File: src/include/sbrg_pkg.sv
// constants, types and helper functions of the serial baud rate generator
package sbrg_pkg;

   // system clock
   localparam int SYS_CLK_HZ = 40_000_000;

   // register map (byte offsets on the plain register port)
   localparam int ADDR_W = 3;
   localparam logic [2:0] OFS_BAUD_RATE_CONTROL = 3'h0;
   localparam logic [2:0] OFS_RECEIVE_STATUS_CONTROL = 3'h1;
   localparam logic [2:0] OFS_DIVISOR_LOW_BYTE = 3'h2;
   localparam logic [2:0] OFS_DIVISOR_HIGH_BYTE = 3'h3;
   localparam logic [2:0] OFS_TRANSMIT_STATUS_CONTROL = 3'h4;

   // transmit_status_control fields
   localparam int TX_CLOCK_MASTER_BIT = 7;
   localparam int TX_NINE_BIT_BIT = 6;
   localparam int TX_ENABLE_BIT = 5;
   localparam int TX_SYNC_MODE_BIT = 4;
   localparam int TX_SEND_BREAK_BIT = 3;
   localparam int TX_HIGH_SPEED_SELECT_BIT = 2;
   localparam int TX_SHIFT_EMPTY_BIT = 1;
   localparam int TX_NINTH_DATA_BIT = 0;

   // receive_status_control fields
   localparam int RX_PORT_ENABLE_BIT = 7;
   localparam int RX_NINE_BIT_BIT = 6;
   localparam int RX_SINGLE_ENABLE_BIT = 5;
   localparam int RX_CONT_ENABLE_BIT = 4;
   localparam int RX_ADDR_DETECT_BIT = 3;
   localparam int RX_FRAME_ERR_BIT = 2;
   localparam int RX_OVERRUN_BIT = 1;
   localparam int RX_NINTH_DATA_BIT = 0;

   // baud_rate_control fields
   localparam int BC_AUTOBAUD_OVF_BIT = 7;
   localparam int BC_RECEIVE_IDLE_FLAG_BIT = 6;
   localparam int BC_CLOCK_POLARITY_BIT = 4;
   localparam int BC_WIDE_DIVIDER_SELECT_BIT = 3;
   localparam int BC_WAKE_ENABLE_BIT = 1;
   localparam int BC_AUTOBAUD_ENABLE_BIT = 0;

   // software-writable bits of each control register
   localparam logic [7:0] TX_WRITE_MASK = 8'hfd;
   localparam logic [7:0] RX_WRITE_MASK = 8'hf8;
   localparam logic [7:0] BC_WRITE_MASK = 8'h1b;

   // reset values of the stored bits
   localparam logic [7:0] TX_RESET = 8'h00;
   localparam logic [7:0] RX_RESET = 8'h00;
   localparam logic [7:0] BC_RESET = 8'h00;
   localparam logic [7:0] DIV_RESET = 8'h00;
   localparam logic RX_IDLE_RESET = 1'b1;

   // rate multipliers
   localparam int MUL_ASYNC_SLOW_8 = 64;
   localparam int MUL_ASYNC_MID = 16;
   localparam int MUL_FAST = 4;
   localparam int PRESCALE_W = 6;

   typedef enum logic [1:0] {MUL_BY_64, MUL_BY_16, MUL_BY_4} sbrg_mul_type;

   // multiplier from mode, width and high speed select
   function automatic sbrg_mul_type sbrg_mul_select(input logic sync, input logic wide, input logic high);
      sbrg_mul_type m;
      if (sync)
         m = MUL_BY_4;
      else if (wide && high)
         m = MUL_BY_4;
      else if (wide || high)
         m = MUL_BY_16;
      else
         m = MUL_BY_64;
      return m;
   endfunction

   // terminal count of the prescaler, one below the multiplier
   function automatic logic [PRESCALE_W-1:0] sbrg_mul_term(input sbrg_mul_type m);
      logic [PRESCALE_W-1:0] t;
      unique case (m)
         MUL_BY_64: t = PRESCALE_W'(MUL_ASYNC_SLOW_8 - 1);
         MUL_BY_16: t = PRESCALE_W'(MUL_ASYNC_MID - 1);
         MUL_BY_4: t = PRESCALE_W'(MUL_FAST - 1);
         default: t = PRESCALE_W'(MUL_FAST - 1);
      endcase
      return t;
   endfunction

endpackage

File: src/hw/sbrg_prescale.sv
// rate multiplier prescaler: one enable pulse every 64, 16 or 4 clocks
`timescale 1ns/1ps
module sbrg_prescale
   import sbrg_pkg::*;
#(
   parameter int CNT_W = PRESCALE_W
) (
   input wire logic MCLK,
   input wire logic RSTN,
   input wire logic restart,
   input wire sbrg_mul_type mul_sel,
   output logic pulse
);

   if (CNT_W < PRESCALE_W) begin : g_width_check
      $error("sbrg_prescale: CNT_W too small for the largest multiplier");
   end

   typedef struct packed {
      logic [CNT_W-1:0] cnt;
      logic pulse;
   } sbrg_pre_state_type;

   sbrg_pre_state_type st;
   sbrg_pre_state_type next_st;

   always_comb begin
      next_st = st;
      next_st.pulse = 1'b0;
      if (restart) begin
         // a divisor write restarts the whole period, prescaler included
         next_st.cnt = '0;
      end else if (st.cnt >= CNT_W'(sbrg_mul_term(mul_sel))) begin
         // >= so a narrower multiplier picked mid-count wraps at once
         next_st.cnt = '0;
         next_st.pulse = 1'b1;
      end else begin
         next_st.cnt = st.cnt + 1'b1;
      end
   end

   always_ff @(posedge MCLK) begin
      if (!RSTN)
         st <= '0;
      else
         st <= next_st;
   end

   assign pulse = st.pulse;

endmodule

File: src/hw/sbrg_top.sv
// serial baud rate generator: control registers, baud timer and receive idle flag
//
// The implementer's own choices: strobed register access and the address map.
`timescale 1ns/1ps
module sbrg_top
   import sbrg_pkg::*;
#(
   parameter int DIV_W = 16
) (
   input wire logic MCLK,
   input wire logic RSTN,
   input wire logic [ADDR_W-1:0] ADDR,
   input wire logic [7:0] WDATA,
   input wire logic WR,
   input wire logic RD,
   input wire logic RX_BUSY,
   input wire logic TX_SHIFT_EMPTY,
   input wire logic RX_FRAME_ERR,
   input wire logic RX_OVERRUN,
   input wire logic RX_NINTH,
   input wire logic AUTOBAUD_OVF,
   input wire logic BREAK_DONE,
   input wire logic SINGLE_DONE,
   input wire logic WAKE_DONE,
   input wire logic AUTOBAUD_DONE,
   output logic [7:0] RDATA,
   output logic BAUD_TICK,
   output logic RX_IDLE,
   output logic SYNC_MODE,
   output logic CLOCK_MASTER,
   output logic CLOCK_POLARITY,
   output logic PORT_ENABLE,
   output logic TX_ENABLE,
   output logic TX_NINE_BIT,
   output logic TX_NINTH_DATA,
   output logic SEND_BREAK,
   output logic RX_NINE_BIT,
   output logic RX_SINGLE_ENABLE,
   output logic RX_CONT_ENABLE,
   output logic ADDR_DETECT,
   output logic WAKE_ENABLE,
   output logic AUTOBAUD_ENABLE
);

   if (DIV_W != 16) begin : g_width_check
      $error("sbrg_top: divisor is a byte pair, DIV_W must be 16");
   end

   typedef struct packed {
      logic [7:0] transmit_status_control;
      logic [7:0] receive_status_control;
      logic [7:0] baud_rate_control;
      logic [7:0] divisor_low_byte;
      logic [7:0] divisor_high_byte;
      logic [DIV_W-1:0] baud_timer;
      logic tick;
      logic rx_idle;
      logic [7:0] rdata;
   } sbrg_state_type;

   sbrg_state_type st;
   sbrg_state_type next_st;

   logic wr_transmit_status_control;
   logic wr_receive_status_control;
   logic wr_baud_rate_control;
   logic wr_div_lo;
   logic wr_div_hi;
   logic div_write;
   logic sync_sel;
   logic wide_sel;
   logic high_sel;
   sbrg_mul_type mul_sel;
   logic pre_pulse;
   logic [DIV_W-1:0] limit;

   assign wr_transmit_status_control = WR && (ADDR == OFS_TRANSMIT_STATUS_CONTROL);
   assign wr_receive_status_control = WR && (ADDR == OFS_RECEIVE_STATUS_CONTROL);
   assign wr_baud_rate_control = WR && (ADDR == OFS_BAUD_RATE_CONTROL);
   assign wr_div_lo = WR && (ADDR == OFS_DIVISOR_LOW_BYTE);
   assign wr_div_hi = WR && (ADDR == OFS_DIVISOR_HIGH_BYTE);
   assign div_write = wr_div_lo || wr_div_hi;

   assign sync_sel = st.transmit_status_control[TX_SYNC_MODE_BIT];
   assign wide_sel = st.baud_rate_control[BC_WIDE_DIVIDER_SELECT_BIT];
   assign high_sel = st.transmit_status_control[TX_HIGH_SPEED_SELECT_BIT];

   // sync forces divide by 4 whatever high speed says
   assign mul_sel = sbrg_mul_select(sync_sel, wide_sel, high_sel);

   // 8-bit width takes the low byte only; the high byte is kept but unused
   assign limit = wide_sel ? {st.divisor_high_byte, st.divisor_low_byte} : {8'h00, st.divisor_low_byte};

   sbrg_prescale #(
      .CNT_W(PRESCALE_W)
   ) u_prescale (
      .MCLK(MCLK),
      .RSTN(RSTN),
      .restart(div_write),
      .mul_sel(mul_sel),
      .pulse(pre_pulse)
   );

   // readback with hardware status bits merged in
   function automatic logic [7:0] read_value(input sbrg_state_type s, input logic [ADDR_W-1:0] a,
                                             input logic shift_empty, input logic ferr, input logic oerr,
                                             input logic ninth, input logic abd_ovf);
      logic [7:0] v;
      v = 8'h00;
      unique case (a)
         OFS_TRANSMIT_STATUS_CONTROL: begin
            v = s.transmit_status_control & TX_WRITE_MASK;
            v[TX_SHIFT_EMPTY_BIT] = shift_empty;
         end
         OFS_RECEIVE_STATUS_CONTROL: begin
            v = s.receive_status_control & RX_WRITE_MASK;
            v[RX_FRAME_ERR_BIT] = ferr;
            v[RX_OVERRUN_BIT] = oerr;
            v[RX_NINTH_DATA_BIT] = ninth;
         end
         OFS_BAUD_RATE_CONTROL: begin
            v = s.baud_rate_control & BC_WRITE_MASK;
            v[BC_AUTOBAUD_OVF_BIT] = abd_ovf;
            v[BC_RECEIVE_IDLE_FLAG_BIT] = s.rx_idle;
         end
         OFS_DIVISOR_LOW_BYTE: v = s.divisor_low_byte;
         OFS_DIVISOR_HIGH_BYTE: v = s.divisor_high_byte;
         default: v = 8'h00;
      endcase
      return v;
   endfunction

   always_comb begin
      next_st = st;
      next_st.tick = 1'b0;

      // hardware clears of self-clearing bits; a software write this cycle wins below
      if (BREAK_DONE)
         next_st.transmit_status_control[TX_SEND_BREAK_BIT] = 1'b0;
      if (SINGLE_DONE)
         next_st.receive_status_control[RX_SINGLE_ENABLE_BIT] = 1'b0;
      if (WAKE_DONE)
         next_st.baud_rate_control[BC_WAKE_ENABLE_BIT] = 1'b0;
      if (AUTOBAUD_DONE)
         next_st.baud_rate_control[BC_AUTOBAUD_ENABLE_BIT] = 1'b0;

      if (wr_transmit_status_control)
         next_st.transmit_status_control = WDATA & TX_WRITE_MASK;
      if (wr_receive_status_control)
         next_st.receive_status_control = WDATA & RX_WRITE_MASK;
      if (wr_baud_rate_control)
         next_st.baud_rate_control = WDATA & BC_WRITE_MASK;
      if (wr_div_lo)
         next_st.divisor_low_byte = WDATA;
      if (wr_div_hi)
         next_st.divisor_high_byte = WDATA;

      // the same free-running timer feeds transmitter and receiver in both modes
      if (div_write) begin
         next_st.baud_timer = '0;
      end else if (pre_pulse) begin
         // >= guards a drop from 16-bit to 8-bit width leaving the count above the limit
         if (st.baud_timer >= limit) begin
            next_st.baud_timer = '0;
            next_st.tick = 1'b1;
         end else begin
            next_st.baud_timer = st.baud_timer + 1'b1;
         end
      end

      // receiver busy comes from same-clock logic, no synchroniser needed
      next_st.rx_idle = !RX_BUSY;

      if (RD)
         next_st.rdata = read_value(st, ADDR, TX_SHIFT_EMPTY, RX_FRAME_ERR, RX_OVERRUN, RX_NINTH, AUTOBAUD_OVF);
      else
         next_st.rdata = 8'h00;
   end

   always_ff @(posedge MCLK) begin
      if (!RSTN) begin
         st.transmit_status_control <= TX_RESET;
         st.receive_status_control <= RX_RESET;
         st.baud_rate_control <= BC_RESET;
         st.divisor_low_byte <= DIV_RESET;
         st.divisor_high_byte <= DIV_RESET;
         st.baud_timer <= '0;
         st.tick <= 1'b0;
         st.rx_idle <= RX_IDLE_RESET;
         st.rdata <= 8'h00;
      end else begin
         st <= next_st;
      end
   end

   assign RDATA = st.rdata;
   assign BAUD_TICK = st.tick;
   assign RX_IDLE = st.rx_idle;
   assign SYNC_MODE = st.transmit_status_control[TX_SYNC_MODE_BIT];
   assign CLOCK_MASTER = st.transmit_status_control[TX_CLOCK_MASTER_BIT];
   assign CLOCK_POLARITY = st.baud_rate_control[BC_CLOCK_POLARITY_BIT];
   assign PORT_ENABLE = st.receive_status_control[RX_PORT_ENABLE_BIT];
   assign TX_ENABLE = st.transmit_status_control[TX_ENABLE_BIT];
   assign TX_NINE_BIT = st.transmit_status_control[TX_NINE_BIT_BIT];
   assign TX_NINTH_DATA = st.transmit_status_control[TX_NINTH_DATA_BIT];
   assign SEND_BREAK = st.transmit_status_control[TX_SEND_BREAK_BIT];
   assign RX_NINE_BIT = st.receive_status_control[RX_NINE_BIT_BIT];
   assign RX_SINGLE_ENABLE = st.receive_status_control[RX_SINGLE_ENABLE_BIT];
   assign RX_CONT_ENABLE = st.receive_status_control[RX_CONT_ENABLE_BIT];
   assign ADDR_DETECT = st.receive_status_control[RX_ADDR_DETECT_BIT];
   assign WAKE_ENABLE = st.baud_rate_control[BC_WAKE_ENABLE_BIT];
   assign AUTOBAUD_ENABLE = st.baud_rate_control[BC_AUTOBAUD_ENABLE_BIT];

endmodule

File: config.mk
export PLATFORM = sky130hd
export DESIGN_NAME = sbrg_top
export DESIGN_NICKNAME = d
export VERILOG_FILES = /design/src/include/sbrg_pkg.sv /design/src/hw/sbrg_prescale.sv /design/src/hw/sbrg_top.sv
export SDC_FILE = /design/constraint.sdc
export NUM_CORES = 1
export LEC_CHECK = 0
export BUFFER_PORTS_ARGS = -buffer_cell sky130_fd_sc_hd__buf_2
export CAP_MARGIN = 20
export CORE_MARGIN = 2
export CORE_UTILIZATION = 57
export CTS_CLUSTER_DIAMETER = 40
export DETAILED_ROUTE_END_ITERATION = 6
export PLACE_DENSITY = 0.79
export SLEW_MARGIN = 20
export SYNTH_ARGS = -nofsm -noshare
export SYNTH_HDL_FRONTEND = slang
export SYNTH_HIERARCHICAL = 1
export SYNTH_SLANG_ARGS = --single-unit
File: constraint.sdc
create_clock -name MCLK -period 2.6 [get_ports MCLK]
set_clock_uncertainty 0.1 [all_clocks]
set_input_delay 0 -clock MCLK [delete_from_list [all_inputs] [get_ports MCLK]]
set_output_delay 0 -clock MCLK [all_outputs]
set_load 0.03 [all_outputs]
-- Yosys cells after proc, flatten, opt, wreduce, memory -nomap -nowiden
Cells that the tools add are included.
- output and inout bits: 24
- input bits: 25
- bits in registers: 65
- word-level logic and storage cells: 62
- order comparisons: 2
- bitwise operators: 2
- eq/ne operators: 5
- multiplexer cells: 17
- $add $sub $neg: 2
- reduce and logical (&&, ||, !) cells: 19
- operators by type and width (kind ; number):
    case mux 8 bit (5 select lines) ; 1
    2-to-1 mux 16 bit ; 2
    adder 16 x 1 -> 16 bit (second input constant) ; 1
    greater-or-equal comparator 16 bit ; 1
    2-to-1 mux 6 bit ; 2
    case mux 6 bit (2 select lines) ; 1
    nonzero test 2 bit ; 4
    2-to-1 mux 1 bit ; 7
    adder 6 x 1 -> 6 bit (second input constant) ; 1
    == test 3 x 2 -> 1 bit (second input constant) ; 2
    greater-or-equal comparator 6 bit ; 1
    logical AND 1 bit ; 6
    2-to-1 mux 2 bit ; 3
    OR reduction 3 bit ; 2
    2-to-1 mux 4 bit ; 1
    == test 3 x 1 -> 1 bit (second input constant) ; 1
    == test 3 bit (second input constant) ; 1
    zero test 3 bit ; 1
    == test 2 x 1 -> 1 bit (second input constant) ; 1
    zero test 2 bit ; 1
    logical OR 1 bit ; 2
    NOT 1 bit ; 2
    AND reduction 2 bit ; 1
    OR reduction 2 bit ; 1
    zero test 1 bit ; 1

-- Longest topological paths before layout
- word-level depth: 9
- depth in mapped cells: 9

-- Hierarchy
The synthesis kept the hierarchy.
- modules (own cells, without submodules) (module ; seq. area each (um2) ; area each (um2) ; cells an instance ; times used):
    sbrg_top ; 1161.1 ; 3085.5 ; 341 ; 1
    sbrg_prescale ; 140.1 ; 360.3 ; 37 ; 1

-- Worst setup path before layout
Ideal clock, no wire load.
- path kind: register to register
- from: register st[45] in the netlist's numbering
- to: register st[24] in the netlist's numbering
- arrival: 2008 ps
- path buffers: 2
- path slack: 372 ps
- required time: 2380 ps
- period minus slack after synthesis: 2228 ps
- stages on the path, launching flop included: 10
- path through: dfxtp_1 > clkbuf_1 > nand2_1 > ha_1 > nand4_1 > nor3_1 > a41oi_2 > a31oi_4 > buf_6 > nor3_2
- longest elaborated chain between the ends: 3
- ends and longest elaborated chain (element ; line ; text):
    start: declaration ; sbrg_top.sv:61 ; sbrg_state_type st;
    start signal: assignment ; sbrg_top.sv:192 ; st <= next_st;
    2-to-1 mux 16 bit ; sbrg_top.sv:92 ; assign limit = wide_sel ? {st.divisor_high_byte, st.divisor_low_byte} : {8'h00, st.divisor_low_byte};
    greater-or-equal comparator 16 bit ; sbrg_top.sv:163 ; if (st.baud_timer >= limit) begin
    2-to-1 mux 16 bit ; sbrg_top.sv:163 ;
Every way passes these cells.
A chain may end at the register's enable or synchronous reset.

-- Worst setup path in the final report
- from: register st[10] in the netlist's numbering
- to: register st (netlist bit BAUD_TICK)
- longest elaborated chain between the ends: 2
- ends and longest elaborated chain (element ; line):
    greater-or-equal comparator 16 bit ; sbrg_top.sv:163
    2-to-1 mux 1 bit ; sbrg_top.sv:163
Every way passes these cells.

==> reports/metrics.cfg <==
[flow_run]
drv_cap = 0

[clock_tree]
cts_setup_buffers = 0
clock_latency_ns = 0.35
cts_tree = yes
cts_made_buffers = 9
clockRootBuffer = clkbuf_8
clock_path_buffers = 2
cts_num_sinks = 65
cts_max_level = 3
path_clk_slew_ns = 0.08

[placement]
routabilityCongestion = 0.8987
place_ws_ns = 0.2233
place_inst = 477
io_buffers = 48
hpwl_mm = 5.695
placed_cell_area_mm2 = 0.003643

[finish]
top_register = st
num-nets-final = 485
antenna_cells = 0
final_util_pct = 69.18
largest_register_ffs = 33
final_area_mm2 = 0.004071
area_delta_synth_final_pct = 18.16
final_cells = 517
drive_above_1_share_pct = 21.95
final_cell_mix = dfxtp_1, nand2_1, buf_2, dlygate4sd3_1, ha_1
final_common_cell = dfxtp_1

[worst_setup_path]
path_cells = inv_1, ha_1, nand2b_4, a2111o_1, a41oi_2, a31oi_4, buf_4, and3_1
crit_arrival_ns = 2.50
slowest_stage = dfxtp_1
required_ns = 2.73
cpPeakStageDelay_ns = 0.44
startpoint_type = flop
end_kind = flop
setup.worst_path.class = reg -> reg
cp_max_fo = 16

[floorplanning]
core-area_mm2 = 0.005886
die_h_um = 81.75
io_pins = 49
die-area_mm2 = 0.006683
rows = 28
die_width_um = 81.75
start_util_pct = 58.55

[synth]
synth_top_area_cell = dfxtp_1
syn_inst = 378
yosys.area.top_type_share_pct = 37.76
syn_nets = 426
ys_seq_area_share_pct = 37.76
syn_area_mm2 = 0.003446
synth_cell_types = 48
netlist_top_cells_area = dfxtp_1, ha_1, nand2_1
ys_async_sr_fraction_pct = 0
ys_ff_latch = 65
synth_edf_count = 0
synth_warnings = 6
ys.flop_type = dfxtp_1
syn_area_per_cell_um2 = 9.116

[detailed_routing]
firstDrtPassIters = 4
drt-total-wl_mm = 8.257
vias_per_cell = 5.586
antenna_left = 0
routedWlPerCell_um = 15.97
drc_errors = 0
num_vias = 2888
initialDrtViolationCount = 183

[sta]
fmax_mhz = 421.3
tightest_slew_ns = 0.7350
timing.final.ws_setup_ns = 0.2265
setup_viol = 0
slew_headroom_pct = 50.88
rsz0062_at_grt = false
period_share_pct = 91.29
tns_ns = 0
slew_violations = 0
hold_ws_ns = 0.02534
hold_violations = 0
fin_crit_ns = 2.374

[grt]
antenna_found_initial = 0
groute.usage.overall_pct = 25.90
grt_max_degree = 29
grt_pass1_wl_mm = 12.92
grt_overflow_total = 0
grt_pass1_vias = 2747

[pwr]
total_power_mw = 2.045
ir_worst_vdd_v = 0.0003544
power-per-cell-area_mw_per_mm2 = 502.3
p_leak_nw = 1.591

[status]
outcome = finished, final reports clean

[worst_hold_path]
hp-class = in -> reg

==> cell usage after synthesis, drive strengths merged, types with 2 or more instances <==
master / n
dfxtp: 65
mux2i: 13
a211oi: 2
nand2: 57
nor3b: 2
nor2: 20
inv: 14
nand3: 16
a21oi: 17
nor4: 2
o211ai: 2
xor2: 8
xnor2: 9
and3: 5
nand4: 6
nor2b: 19
mux4: 6
nand2b: 7
or3b: 2
or2: 4
or3: 2
ha: 23
a21boi: 18
nor3: 16
o21ai: 7
a22oi: 2
clkbuf: 13
buf: 13
==> area by class of cell <==
cell class / instances / area, µm²
fill: 470 / 1814
timing repair buffer: 74 / 495.5
sequential: 65 / 1303
clock inverter: 6 / 58.81
clock buffer: 10 / 127.6
multi-input combinational: 273 / 1941
inverter: 14 / 52.55
tap: 75 / 93.84
==> worst paths after layout <==
kind              startpoint  slack (ns)        end  cells after the start
hold / removal       ADDR[1]        0.03   RDATA[5]                      4
hold reg to reg       st[39]        0.37     st[39]                      2
setup reg to reg      st[10]        0.23  BAUD_TICK                      8
setup / recovery      st[10]        0.23  BAUD_TICK                      8
==> repair_timing <==
action	CTS	global route
endpoints found under the setup margin	0	2
hold buffers	24	0
resized for setup	0	1
hold endpoints to repair	41	0
==> critical path: cells and delay by family (launching register included) <==
| family | cells | cell delay, ns |
|---|---|---|
| flip-flops | 1 | 0.44 |
| adder cells (fa/ha/maj) | 1 | 0.29 |
| buffers and inverters | 2 | 0.30 |
| AO/OA/AOI/OAI | 3 | 0.80 |
| AND/OR/NAND/NOR | 2 | 0.33 |
==> cells by family after synthesis <==
family,count (synthesis),share of synthesized area (%)
buf+inv,40,5.919
flops,65,37.76
compound gates,54,11.29
mux,19,7.698
fa+ha+maj,23,8.352
xor+xnor,17,4.321
simple gates,160,24.66
==> layer usage <==
metal / vias up / wire length (µm) / track usage, % / share of wire (%)
li1: 1403 / - / - / -
met1: 1384 / 3688 / 33.01 / 45
met2: 89 / 4013 / 42.20 / 49
met3: 12 / 436 / 4.615 / 5.3
met4: 0 / 119 / 12.83 / 1.4
met5: - / 0 / 0 / 0
==> power by group <==
part	total (mW)	internal, mW	switching (mW)
Combinational	0.180	0.0800	0.0998
Clock	0.841	0.438	0.403
Sequential	1.02	1.01	0.0136
Total	2.05	1.53	0.516
Note: power is estimated with default switching activity, not from simulation.
